File: src/rdsr_pkg.sv
// constants and types shared by the reader status register bank
// assumes one 125 MHz core clock and an 8-bit internal register port
`default_nettype none
package rdsr_pkg;
  // ----------------------------------------------------------------
  // register port
  // ----------------------------------------------------------------
  localparam int          ADDR_W         = 6;      // register address width
  localparam int          DATA_W         = 8;      // register data width
  localparam logic [5:0]  PRIMARY_ADDR   = 6'h07;  // primary_status
  localparam logic [5:0]  SECONDARY_ADDR = 6'h08;  // secondary_status
  localparam logic [7:0]  PRIMARY_RST    = 8'h21;  // primary_status reset
  localparam logic [7:0]  SECONDARY_RST  = 8'h00;  // secondary_status reset
  localparam logic [7:0]  RDATA_RST      = 8'h00;  // read latch after reset
  // ----------------------------------------------------------------
  // primary_status field positions
  // ----------------------------------------------------------------
  localparam int          P_CRC_ZERO     = 6;
  localparam int          P_CRC_DONE     = 5;
  localparam int          P_IRQ          = 4;
  localparam int          P_TIMER_RUN    = 3;
  localparam int          P_HIGH_WM      = 1;
  localparam int          P_LOW_WM       = 0;
  // ----------------------------------------------------------------
  // secondary_status field positions
  // ----------------------------------------------------------------
  localparam int          S_THERMAL_CLR  = 7;
  localparam int          S_FAST_FORCE   = 6;
  localparam int          S_CRYPTO_ON    = 3;
  // ----------------------------------------------------------------
  // buffer and interrupt sizes
  // ----------------------------------------------------------------
  localparam logic [6:0]  BUF_DEPTH      = 7'h40;  // 64-byte buffer
  localparam int          CNT_W          = 7;      // byte count 0..64
  localparam int          WM_W           = 6;      // watermark threshold
  localparam int          MAIN_IRQ_W     = 7;      // main interrupt sources
  localparam int          MISC_IRQ_W     = 2;      // misc interrupt sources
  localparam int          TXW_W          = 8;      // transmit wait count
  localparam logic [7:0]  TXW_ZERO       = 8'h00;
  localparam logic [7:0]  TXW_ONE        = 8'h01;
  localparam logic [1:0]  GATE_OFF       = 2'h0;   // timer not gated
  // ----------------------------------------------------------------
  // modem state encoding
  // ----------------------------------------------------------------
  typedef enum logic [2:0] {
    MODEM_IDLE    = 3'b000,
    MODEM_WAIT_SS = 3'b001,
    MODEM_TX_WAIT = 3'b010,
    MODEM_SENDING = 3'b011
  } rdsr_modem_t;
endpackage
`default_nettype wire

File: src/rdsr_watermark.sv
// buffer fill watermark comparator with registered alerts
// assumes the byte count never exceeds the buffer depth
`timescale 1ns/10ps
`default_nettype none
module rdsr_watermark (
  input  wire logic       i_mclk,           // core clock
  input  wire logic       i_rst_n,          // async reset, active low
  input  wire logic [6:0] i_buffer_byte_count,   // bytes held
  input  wire logic [5:0] i_watermark_threshold, // alert threshold
  output logic            o_high_watermark_alert,
  output logic            o_low_watermark_alert
);
  // ----------------------------------------------------------------
  // state
  // ----------------------------------------------------------------
  typedef struct packed {
    logic high;  // free space at or below threshold
    logic low;   // fill at or below threshold
  } rdsr_wm_t;
  rdsr_wm_t   st_r;
  rdsr_wm_t   st_nxt;
  logic [6:0] free_bytes;  // space left in the buffer
  logic [6:0] thr_ext;     // threshold widened to count width

  // free space and both comparisons
  always_comb begin
    free_bytes  = rdsr_pkg::BUF_DEPTH - i_buffer_byte_count;
    thr_ext     = {1'b0, i_watermark_threshold};
    st_nxt.high = (free_bytes <= thr_ext);
    st_nxt.low  = (i_buffer_byte_count <= thr_ext);
  end

  // empty buffer after reset, so only the low alert is up
  always_ff @(posedge i_mclk or negedge i_rst_n) begin
    if (!i_rst_n) begin
      st_r <= '{high: 1'b0, low: 1'b1};
    end else begin
      st_r <= st_nxt;
    end
  end

  assign o_high_watermark_alert = st_r.high;
  assign o_low_watermark_alert  = st_r.low;
endmodule
`default_nettype wire

File: src/rdsr_modem_fsm.sv
// transmit/receive modem sequencer whose state is shown to software
// assumes the transmit request stays high for the whole exchange
`timescale 1ns/10ps
`default_nettype none
module rdsr_modem_fsm (
  input  wire logic       i_mclk,             // core clock
  input  wire logic       i_rst_n,            // async reset, active low
  input  wire logic       i_tx_request,       // exchange command running
  input  wire logic       i_start_send_request, // start bit from framing
  input  wire logic       i_wait_for_field_option,
  input  wire logic       i_rf_field_present, // external field seen
  input  wire logic [7:0] i_transmit_wait,    // least wait, in cycles
  input  wire logic       i_tx_done,          // last bit sent
  output logic [2:0]      o_modem_state_field,
  output logic            o_tx_go             // one-cycle start pulse
);
  // ----------------------------------------------------------------
  // state
  // ----------------------------------------------------------------
  typedef struct packed {
    rdsr_pkg::rdsr_modem_t st;   // sequencer state
    logic [7:0]            cnt;  // remaining wait cycles
    logic                  go;   // start pulse
  } rdsr_mdm_t;
  rdsr_mdm_t st_r;
  rdsr_mdm_t st_nxt;

  // sequencer; dropping the request aborts from any state
  always_comb begin
    st_nxt    = st_r;
    st_nxt.go = 1'b0;
    case (st_r.st)
      rdsr_pkg::MODEM_IDLE: begin
        if (i_tx_request) begin
          st_nxt.st = rdsr_pkg::MODEM_WAIT_SS;
        end
      end
      rdsr_pkg::MODEM_WAIT_SS: begin
        if (!i_tx_request) begin
          st_nxt.st = rdsr_pkg::MODEM_IDLE;
        end else if (i_start_send_request) begin
          st_nxt.st  = rdsr_pkg::MODEM_TX_WAIT;
          st_nxt.cnt = i_transmit_wait;
        end
      end
      rdsr_pkg::MODEM_TX_WAIT: begin
        if (!i_tx_request) begin
          st_nxt.st = rdsr_pkg::MODEM_IDLE;
        end else if (st_r.cnt != rdsr_pkg::TXW_ZERO) begin
          st_nxt.cnt = st_r.cnt - rdsr_pkg::TXW_ONE;
        end else if (!i_wait_for_field_option || i_rf_field_present) begin
          st_nxt.st = rdsr_pkg::MODEM_SENDING;
          st_nxt.go = 1'b1;
        end
      end
      default: begin
        if (!i_tx_request || i_tx_done) begin
          st_nxt.st = rdsr_pkg::MODEM_IDLE;
        end
      end
    endcase
  end

  // state register
  always_ff @(posedge i_mclk or negedge i_rst_n) begin
    if (!i_rst_n) begin
      st_r <= '{st: rdsr_pkg::MODEM_IDLE, cnt: 8'h00, go: 1'b0};
    end else begin
      st_r <= st_nxt;
    end
  end

  assign o_modem_state_field = st_r.st;
  assign o_tx_go             = st_r.go;
endmodule
`default_nettype wire

File: src/rdsr_status_bank.sv
// reader status register bank: primary_status and secondary_status
// assumes status sources are synchronous to i_mclk and that the
// register port gives one-cycle read and write strobes
// Operation
// - checksum-zero flag in bit 6 when result zero
// - zero flag low while busy, up when done
// - checksum-done flag bit 5 after checksum command
// - bit 4 is any enabled interrupt source
// - timer-running flag bit 3 while timer counts
// - gated mode: running follows timer armed only
// - high alert when free space within threshold
// - low alert when fill within threshold
// - primary at 07h, reset 21h, read only
// - secondary at 08h, reset 00h, top bits writable
// - encryption flag set by successful authentication
// - encryption flag cleared only by host write
// - modem state shown in secondary bits 2..0
// - transmit wait holds until field present
// - modem codes idle 000, start 001, wait 010
// - force bit low: filter follows bus protocol
`timescale 1ns/10ps
`default_nettype none
module rdsr_status_bank (
  input  wire logic       i_mclk,              // 125 MHz core clock
  input  wire logic       i_rst_n,             // async reset, active low
  // register port
  input  wire logic [5:0] i_reg_addr,          // register address
  input  wire logic       i_reg_wr,            // write strobe
  input  wire logic       i_reg_rd,            // read strobe
  input  wire logic [7:0] i_reg_wdata,         // write data
  output logic      [7:0] o_reg_rdata,         // read data, next cycle
  // checksum coprocessor
  input  wire logic       i_crc_busy,          // calculation running
  input  wire logic       i_crc_finish,        // one-cycle end pulse
  input  wire logic       i_crc_result_zero,   // result equals zero
  input  wire logic       i_checksum_command,  // checksum command active
  // interrupts
  input  wire logic [6:0] i_main_irq_src,      // main sources
  input  wire logic [6:0] i_main_interrupt_enables,
  input  wire logic [1:0] i_misc_irq_src,      // misc sources
  input  wire logic [1:0] i_misc_interrupt_enables,
  // timer
  input  wire logic       i_timer_counting,    // decrements next tick
  input  wire logic       i_timer_armed,       // started, gate ignored
  input  wire logic [1:0] i_timer_gate_select, // nonzero is gated mode
  // buffer
  input  wire logic [6:0] i_buffer_byte_count,
  input  wire logic [5:0] i_watermark_threshold,
  // encryption unit
  input  wire logic       i_auth_success,      // authentication passed
  // modem
  input  wire logic       i_tx_request,
  input  wire logic       i_start_send_request,
  input  wire logic       i_wait_for_field_option,
  input  wire logic       i_rf_field_present,
  input  wire logic [7:0] i_transmit_wait,
  input  wire logic       i_tx_done,
  // host bus filter
  input  wire logic       i_hostbus_fast_mode, // protocol in use is fast
  output logic            o_hostbus_fast_filter,
  output logic            o_thermal_sensor_clear,
  output logic            o_encryption_active_flag,
  output logic            o_irq,               // combined request
  output logic            o_tx_go,             // transmitter start
  output logic      [2:0] o_modem_state_field
);
  // ----------------------------------------------------------------
  // state
  // ----------------------------------------------------------------
  typedef struct packed {
    logic       crc_zero;     // checksum_zero_flag
    logic       crc_done;     // checksum_done_flag
    logic       irq;          // combined request
    logic       timer_run;    // timer_active_flag
    logic       crypto_on;    // encryption_active_flag
    logic       thermal_clr;  // thermal_sensor_clear
    logic       fast_force;   // hostbus_fast_filter_force
    logic       fast_filter;  // filter setting in effect
    logic [7:0] rdata;        // read data latch
  } rdsr_bank_t;
  rdsr_bank_t st_r;
  rdsr_bank_t st_nxt;
  logic       high_wm;        // high_watermark_alert
  logic       low_wm;         // low_watermark_alert
  logic [2:0] modem_st;       // modem_state_field
  logic [7:0] primary_val;    // primary_status image
  logic [7:0] secondary_val;  // secondary_status image
  logic       wr_secondary;   // host write to secondary_status

  // ----------------------------------------------------------------
  // helpers
  // ----------------------------------------------------------------
  rdsr_watermark u_wm (
    .i_mclk                 (i_mclk),
    .i_rst_n                (i_rst_n),
    .i_buffer_byte_count    (i_buffer_byte_count),
    .i_watermark_threshold  (i_watermark_threshold),
    .o_high_watermark_alert (high_wm),
    .o_low_watermark_alert  (low_wm)
  );

  rdsr_modem_fsm u_modem (
    .i_mclk                  (i_mclk),
    .i_rst_n                 (i_rst_n),
    .i_tx_request            (i_tx_request),
    .i_start_send_request    (i_start_send_request),
    .i_wait_for_field_option (i_wait_for_field_option),
    .i_rf_field_present      (i_rf_field_present),
    .i_transmit_wait         (i_transmit_wait),
    .i_tx_done               (i_tx_done),
    .o_modem_state_field     (modem_st),
    .o_tx_go                 (o_tx_go)
  );

  // ----------------------------------------------------------------
  // next state
  // ----------------------------------------------------------------
  always_comb begin
    st_nxt       = st_r;
    wr_secondary = i_reg_wr && (i_reg_addr == rdsr_pkg::SECONDARY_ADDR);
    // register images; reserved bits stay zero
    primary_val = 8'h00;
    primary_val[rdsr_pkg::P_CRC_ZERO]  = st_r.crc_zero;
    primary_val[rdsr_pkg::P_CRC_DONE]  = st_r.crc_done;
    primary_val[rdsr_pkg::P_IRQ]       = st_r.irq;
    primary_val[rdsr_pkg::P_TIMER_RUN] = st_r.timer_run;
    primary_val[rdsr_pkg::P_HIGH_WM]   = high_wm;
    primary_val[rdsr_pkg::P_LOW_WM]    = low_wm;
    secondary_val = 8'h00;
    secondary_val[rdsr_pkg::S_THERMAL_CLR] = st_r.thermal_clr;
    secondary_val[rdsr_pkg::S_FAST_FORCE]  = st_r.fast_force;
    secondary_val[rdsr_pkg::S_CRYPTO_ON]   = st_r.crypto_on;
    secondary_val[2:0]                     = modem_st;
    // checksum result flag: forced low during the run
    if (i_crc_busy) begin
      st_nxt.crc_zero = 1'b0;
    end else if (i_crc_finish) begin
      st_nxt.crc_zero = i_crc_result_zero;
    end
    // done flag belongs to the checksum command only
    if (i_crc_finish && i_checksum_command) begin
      st_nxt.crc_done = 1'b1;
    end else if (i_crc_busy && i_checksum_command) begin
      st_nxt.crc_done = 1'b0;
    end
    // any enabled source raises the request
    st_nxt.irq = |(i_main_irq_src & i_main_interrupt_enables) ||
                 |(i_misc_irq_src & i_misc_interrupt_enables);
    // gated mode reports the enable, not the gate level
    if (i_timer_gate_select != rdsr_pkg::GATE_OFF) begin
      st_nxt.timer_run = i_timer_armed;
    end else begin
      st_nxt.timer_run = i_timer_counting;
    end
    // only the two top bits are stored; writes to primary do nothing
    if (wr_secondary) begin
      st_nxt.thermal_clr = i_reg_wdata[rdsr_pkg::S_THERMAL_CLR];
      st_nxt.fast_force  = i_reg_wdata[rdsr_pkg::S_FAST_FORCE];
    end
    // a set in the same cycle as the host clear wins
    if (i_auth_success) begin
      st_nxt.crypto_on = 1'b1;
    end else if (wr_secondary && !i_reg_wdata[rdsr_pkg::S_CRYPTO_ON]) begin
      st_nxt.crypto_on = 1'b0;
    end
    // filter follows the protocol unless forced fast
    st_nxt.fast_filter = st_r.fast_force || i_hostbus_fast_mode;
    // reads only latch data; no flag reacts to them
    if (i_reg_rd) begin
      if (i_reg_addr == rdsr_pkg::PRIMARY_ADDR) begin
        st_nxt.rdata = primary_val;
      end else if (i_reg_addr == rdsr_pkg::SECONDARY_ADDR) begin
        st_nxt.rdata = secondary_val;
      end else begin
        st_nxt.rdata = 8'h00;
      end
    end
  end

  // ----------------------------------------------------------------
  // registers
  // ----------------------------------------------------------------
  // reset image of primary: done flag up, zero flag down
  always_ff @(posedge i_mclk or negedge i_rst_n) begin
    if (!i_rst_n) begin
      st_r <= '{crc_zero: 1'b0, crc_done: 1'b1, irq: 1'b0,
                timer_run: 1'b0, crypto_on: 1'b0, thermal_clr: 1'b0,
                fast_force: 1'b0, fast_filter: 1'b0,
                rdata: rdsr_pkg::RDATA_RST};
    end else begin
      st_r <= st_nxt;
    end
  end

  assign o_reg_rdata              = st_r.rdata;
  assign o_hostbus_fast_filter    = st_r.fast_filter;
  assign o_thermal_sensor_clear   = st_r.thermal_clr;
  assign o_encryption_active_flag = st_r.crypto_on;
  assign o_irq                    = st_r.irq;
  assign o_modem_state_field      = modem_st;
endmodule
`default_nettype wire

File: config.mk
export PLATFORM = sky130hd
export DESIGN_NAME = rdsr_status_bank
export DESIGN_NICKNAME = d
export VERILOG_FILES = /design/src/rdsr_pkg.sv /design/src/rdsr_watermark.sv /design/src/rdsr_modem_fsm.sv /design/src/rdsr_status_bank.sv
export SDC_FILE = /design/constraint.sdc
export NUM_CORES = 1
export LEC_CHECK = 0
export BUFFER_PORTS_ARGS = -buffer_cell sky130_fd_sc_hd__buf_2
export CORE_MARGIN = 4
export CORE_UTILIZATION = 42
export CTS_CLUSTER_DIAMETER = 200
export DETAILED_ROUTE_END_ITERATION = 10
export GPL_TIMING_DRIVEN = 0
export PLACE_DENSITY = 0.75
export REMOVE_ABC_BUFFERS = 1
export SLEW_MARGIN = 40
export SYNTH_ARGS = -nofsm -noshare
export SYNTH_HDL_FRONTEND = slang
export SYNTH_SLANG_ARGS = --single-unit
File: constraint.sdc
create_clock -name i_mclk -period 1.7 [get_ports i_mclk]
set_clock_uncertainty 0.1 [all_clocks]
set_input_delay 0.17 -clock i_mclk [delete_from_list [all_inputs] [get_ports i_mclk]]
set_output_delay 0.17 -clock i_mclk [all_outputs]
set_load 0.02 [all_outputs]
## Word level (Yosys, flattened, before mapping)

Cells that the tools add are included.

- Reductions and logical operators: 23
- Bitwise operators: 2
- Equality and inequality tests: 12
- Mux-type cells: 24
- Order comparisons: 2
- Add/sub/neg operators: 2

Operators with widths:

| operator | count |
|---|---|
| two-way mux 8 bit | 4 |
| two-way mux 3 bit | 6 |
| one-hot mux 8 bit (2 select lines) | 1 |
| less-or-equal comparator 7 x 6 -> 1 bit | 2 |
| two-way mux 11 bit | 1 |
| two-way mux 1 bit | 10 |
| AND reduction 5 bit | 2 |
| nonzero test 2 bit | 5 |
| two-way mux 9 bit | 1 |
| one-hot mux 3 bit (3 select lines) | 1 |
| != test 2 bit (second input constant) | 4 |
| nonzero test 8 bit | 1 |
| subtractor 8 x 1 -> 8 bit (second input constant) | 1 |
| AND 7 bit | 1 |
| OR reduction 7 bit | 1 |
| subtractor 7 bit (first input constant) | 1 |
| equality test 6 x 3 -> 1 bit (second input constant) | 1 |
| equality test 6 x 4 -> 1 bit (second input constant) | 1 |
| != test 3 bit (second input constant) | 2 |
| logical AND 1 bit | 4 |
| logical OR 1 bit | 4 |
| nonzero test 4 bit | 1 |
| equality test 3 x 1 -> 1 bit (second input constant) | 1 |
| equality test 3 x 2 -> 1 bit (second input constant) | 1 |
| 6 further kinds | 8 |

- Register bits after elaboration: 30
- Output and inout port bits: 16
- Word-level logic and storage cells: 79
- Bits of input ports: 72

## Depth between registers and ports, before layout

- Word-level depth: 6
- Mapped depth: 8
- Gate-level depth less buffers: 8

## Cells and area by module

Synthesis repeated with hierarchy kept, for this count alone.

- Cells, all modules: 187
- Area, all modules: 1903.1 µm²

By module, submodules not included:

| module | seq. area each (µm²) | cells an instance | instances | area each (µm²) |
|---|---|---|---|---|
| rdsr_modem_fsm | 275.3 | 84 | 1 | 773.2 |
| rdsr_status_bank | 401.6 | 52 | 1 | 711.9 |
| rdsr_watermark | 51.3 | 51 | 1 | 417.9 |

## Least setup slack after synthesis

No wires, ideal clock.

- Path type: in2reg
- From: input i_buffer_byte_count[1]
- To: register u_wm.st_r, in the netlist u_wm.o_high_watermark_alert
- Library setup time: 77 ps
- Path buffers: 0
- Cell stages on the path: 7
- Required time: 1523 ps
- Setup slack: -128 ps
- Data arrival time: 1651 ps
- Path through: nor3_1 > nor3b_1 > xnor2_1 > ha_1 > and3_1 > a221o_1 > a21oi_1

RTL lines:

| item | line | source |
|---|---|---|
| from (decl) | rdsr_status_bank.sv:47 | `input wire logic [6:0] i_buffer_byte_count,` |
| to (signal assigned) | rdsr_watermark.sv:36 | `st_r <= '{high: 1'b0, low: 1'b1};` |
| to (signal assigned) | rdsr_watermark.sv:38 | `st_r <= st_nxt;` |
| to (decl) | rdsr_watermark.sv:20 | `rdsr_wm_t st_r;` |

## Worst setup path after layout

- From: register u_modem.st_r[5] (netlist bit)
- To: register u_modem.st_r[8] (netlist bit)

- Cells in the longest elaborated chain, start to end: 4
- Elaborated cells on any way between the ends: 7
- Classes of those cells: add/sub (1); eq/ne (1); mux (3); reduce/logical (2)

RTL lines:

| item | line | source |
|---|---|---|
| from (decl) | rdsr_modem_fsm.sv:25 | `rdsr_mdm_t st_r;` |
| from (signal assigned) | rdsr_modem_fsm.sv:67 | `st_r <= '{st: rdsr_pkg::MODEM_IDLE, cnt: 8'h00, go: 1'b0};` |
| from (signal assigned) | rdsr_modem_fsm.sv:69 | `st_r <= st_nxt;` |
| subtractor 8 x 1 -> 8 bit | rdsr_modem_fsm.sv:50 | `st_nxt.cnt = st_r.cnt - rdsr_pkg::TXW_ONE;` |
| two-way mux 8 bit | rdsr_modem_fsm.sv:49 | `end else if (st_r.cnt != rdsr_pkg::TXW_ZERO) begin` |
| two-way mux 9 bit | rdsr_modem_fsm.sv:47 | `if (!i_tx_request) begin` |
| one-hot mux 8 bit (2 select lines) | rdsr_modem_fsm.sv:32 | `case (st_r.st)` |

Several ways; a longest one is shown, not always the timed one. The select of a mux whose other input is x is not followed.
A chain may end at the register's enable or synchronous reset.

==> metrics.md <==
| Metric | Value |
|---|---|
| H-tree levels | `1` |
| GRT overflow | `0` |
| Crit end category | `register` |
| #FFs+latches synth | `28` |
| Rel. slew slack | `45.7%` |
| Antenna viol nets, final | `0` |
| I/O pins | `roughly 90` |
| DR WL/cell | `~14 um` |
| Netlist cell types | `59` |
| Multi-input logic area | `~0.0011 mm2` |
| Pwr Density | `about 840 mW/mm2` |
| HP Class | `input pin to register` |
| Tmin final | `about 1.8 ns` |
| Ys async rst share | `between 90% and 100%` |
| Final Cell Area | `0.00246 mm2` |
| First DRT Iteration DRCs | `161` |
| Synth area leader | `dfrtp_1` |
| Placer congestion estimate | `0.853` |
| Critical Path AT | `1.92 ns` |
| Crit share post-route | `106%` |
| Root buffer cell | `clkbuf_8` |
| Starting density of the core | `between 40 and 50%` |
| Total core area | `a little over 0.004 mm2` |
| Max Fclk | `around 0.56 GHz` |
| Die Footprint | `about 0.0055 mm2` |
| Top FF cell, synth | `dfrtp_1` |
| Slew @ Worst Pin | `slightly above 0.8 ns` |
| Worst hold margin | `approximately 0.012 ns` |
| Register Area | `~710 um2` |
| Standard-cell row count | `23` |
| Drt first pass iters | `5` |
| Post-synth top area share | `around 35%` |
| # port buffers | `80` |
| Mean Syn Cell Area | `roughly 10 um2` |
| Placed Area | `0.00225 mm2` |
| CP startpoint kind | `register` |
| Number of inserted diodes | `0` |
| Final Max Tran Viols | `0` |
| Final WL | `roughly 4500 um` |
| Register area share after synthesis | `a little under two fifths` |
| Maximum VDD drop | `approximately 350 uV` |
| Crit path max fanout | `5` |
| Syn Inst Count | `187` |
| Reg clk slew, reported paths | `about 0.10 ns` |
| Syn Std Cell Area | `between 0.0015 and 0.002 mm2` |
| CP Class | `register to register` |
| Leak | `1.21 nW` |
| TritonCTS clock tree | `built` |
| Failing checks | `negative setup slack` |
| Die Ht | `74.2 um` |
| Hold violation total from the final report | `0` |
| Synthesis-to-layout area growth | `33.9%` |
| Largest net degree at the start of global routing | `29` |
| Via count | `1763` |
| Die width | `about 74 um` |
| Number of global-route vias before repair | `between 1500 and 2000` |
| Residual DRC count | `0` |
| Synth area leaders | `dfrtp_1 35%, ha_1 9.5%, inv_1 3.5%` |
| Antenna violations before repair | `0` |
| Final #Nets | `approximately 360` |
| Cts bufs inserted | `3` |
| Number of enable flip-flop cells after synthesis | `0` |
| GR Util All Layers | `about 17%` |
| Setup Viol. Count Final | `8` |
| Share of layout cells above drive strength 1 | `~40%` |
| Skew-Pair Late Insertion Delay | `approximately 0.27 ns` |
| Clock tree buffer depth | `2` |
| Syn. warnings | `0` |
| CP Data Required Time | `between 1.5 and 2 ns` |
| Setup TNS | `-0.591 ns` |
| Final worst slack | `-0.101 ns` |
| Clock sinks | `28` |
| Max-cap violations | `0` |
| DPL Wire Length | `3570 um` |
| First-pass GRT wire length | `around 7300 um` |
| Status | `finished with violations` |
| RSZ-0062 raised after global routing | `true` |
| Fillers | `~360` |
| Detail-routed via count per cell | `5.42` |
==> cells by family after synthesis <==
| logic type | synth area share [%] |
|---|---|
| AND/OR/NAND/NOR | 18.0 |
| buffers and inverters | 6.80 |
| multiplexers | 4.01 |
| other | 0.204 |
| adder cells (fa/ha/maj) | 9.52 |
| flip-flops | 38.2 |
| XOR/XNOR | 2.38 |
| AO/OA/AOI/OAI | 20.9 |
==> routing by layer <==
layer  up-vias  global-route usage, %  routed length [um]
met5         -                      0                   0
met4         0                   4.63                  45
met3         6                   2.03                 343
met2        77                   29.8                2320
met1       811                   21.0                1810
li1        869                      -                   -
==> path summary, 6_finish.rpt <==
kind	startpoint	slack (ns)	cells past startpoint	to
min reg2reg	secondary_val[6]$_DFFE_PN0N_	0.40	1	o_hostbus_fast_filter$_DFF_PN0_
min in group asynchronous	i_rst_n	0.33	2	u_modem.st_r[4]$_DFFE_PN0P_
max reg2reg	u_modem.st_r[5]$_DFFE_PN0P_	-0.10	4	u_modem.st_r[8]$_DFFE_PN0P_
max in group asynchronous	i_rst_n	0.73	2	u_modem.o_modem_state_field[0]$_DFFE_PN0P_
max	u_modem.st_r[5]$_DFFE_PN0P_	-0.10	4	u_modem.st_r[8]$_DFFE_PN0P_
min	i_transmit_wait[3]	0.01	3	u_modem.st_r[4]$_DFFE_PN0P_
==> worst max-delay path: stages, from the launching register on <==
cell and delay [ns]:
dfrtp_1 0.41, or4_4 0.60, or3_1 0.33, a211o_1 0.23, nand3_1 0.08
==> cells in the final DEF (no fill, tap or decap), drive strengths merged, types with 4 or more instances in the layout <==
| cell | netlist | final |
|---|---|---|
| inv | 17 | 17 |
| dlygate4sd3 | 0 | 6 |
| nand2 | 9 | 9 |
| buf | 7 | 85 |
| mux2i | 4 | 4 |
| a21oi | 9 | 9 |
| o21ai | 5 | 5 |
| a22oi | 6 | 6 |
| dfrtp | 26 | 26 |
| nor2 | 14 | 14 |
| xnor2 | 4 | 4 |
| ha | 14 | 14 |
| nand3 | 7 | 7 |
| nor3 | 6 | 6 |
==> repair_timing <==
item                       4_1_cts  5_1_grt
resized for setup                8        5
hold buffers                     6        0
buffers inserted                 4        1
setup endpoints to repair       11       10
hold endpoints to repair        31        0
pin swaps                        7        7
==> cell usage after synthesis, types with 3 or more instances <==
cell type,n
inv_1,17
a21oi_1,9
buf_4,4
nor3_1,4
xnor2_1,4
o211ai_1,3
nand3_1,7
ha_1,14
o21ai_0,4
mux2i_1,4
dfrtp_1,26
mux2_2,3
nor2_1,14
a22oi_1,6
nand3b_1,3
nand2_1,9
==> sequential cells by signal, indices dropped and copies added (netlist names), 2 cells and up <==
name	flops
u_modem.st_r	8
o_reg_rdata	7
u_modem.o_modem_state_field	2
primary_val	3
==> power by group <==
| part | leakage (nW) | switching [mW] | internal (mW) |
|---|---|---|---|
| clock | 0.0357 | 0.210 | 0.315 |
| sequential | 0.341 | 0.117 | 0.773 |
| combinational | 0.837 | 0.334 | 0.323 |
==> metrics by stage <==
| step | setup WS [ns] | power, mW | util, % | instances |
|---|---|---|---|---|
| 6_report | -0.101 | 2.07 | 59.9 | 325 |
| 5_1_grt | -0.161 | 2.19 | 59.9 | 325 |
| 4_1_cts | -0.0925 | 2.06 | 59.4 | 324 |
| 3_5_place_dp | -0.420 | 1.47 | 54.6 | 310 |
| 3_3_place_gp | -0.383 | 1.45 | 54.6 | 310 |
| 2_1_floorplan | -0.159 | 1.25 | - | 180 |
==> layout make-up <==
class / instances / share of cell area (%)
repair buffers: 91 / 20.4
well taps: 50 / 2.54
multi-input cells: 135 / 43.0
inverters: 17 / 2.59
flip-flops and latches: 28 / 28.6
clock buffers: 3 / 1.68
clock inverters: 1 / 1.22
Power figures use the tool's default switching activity.
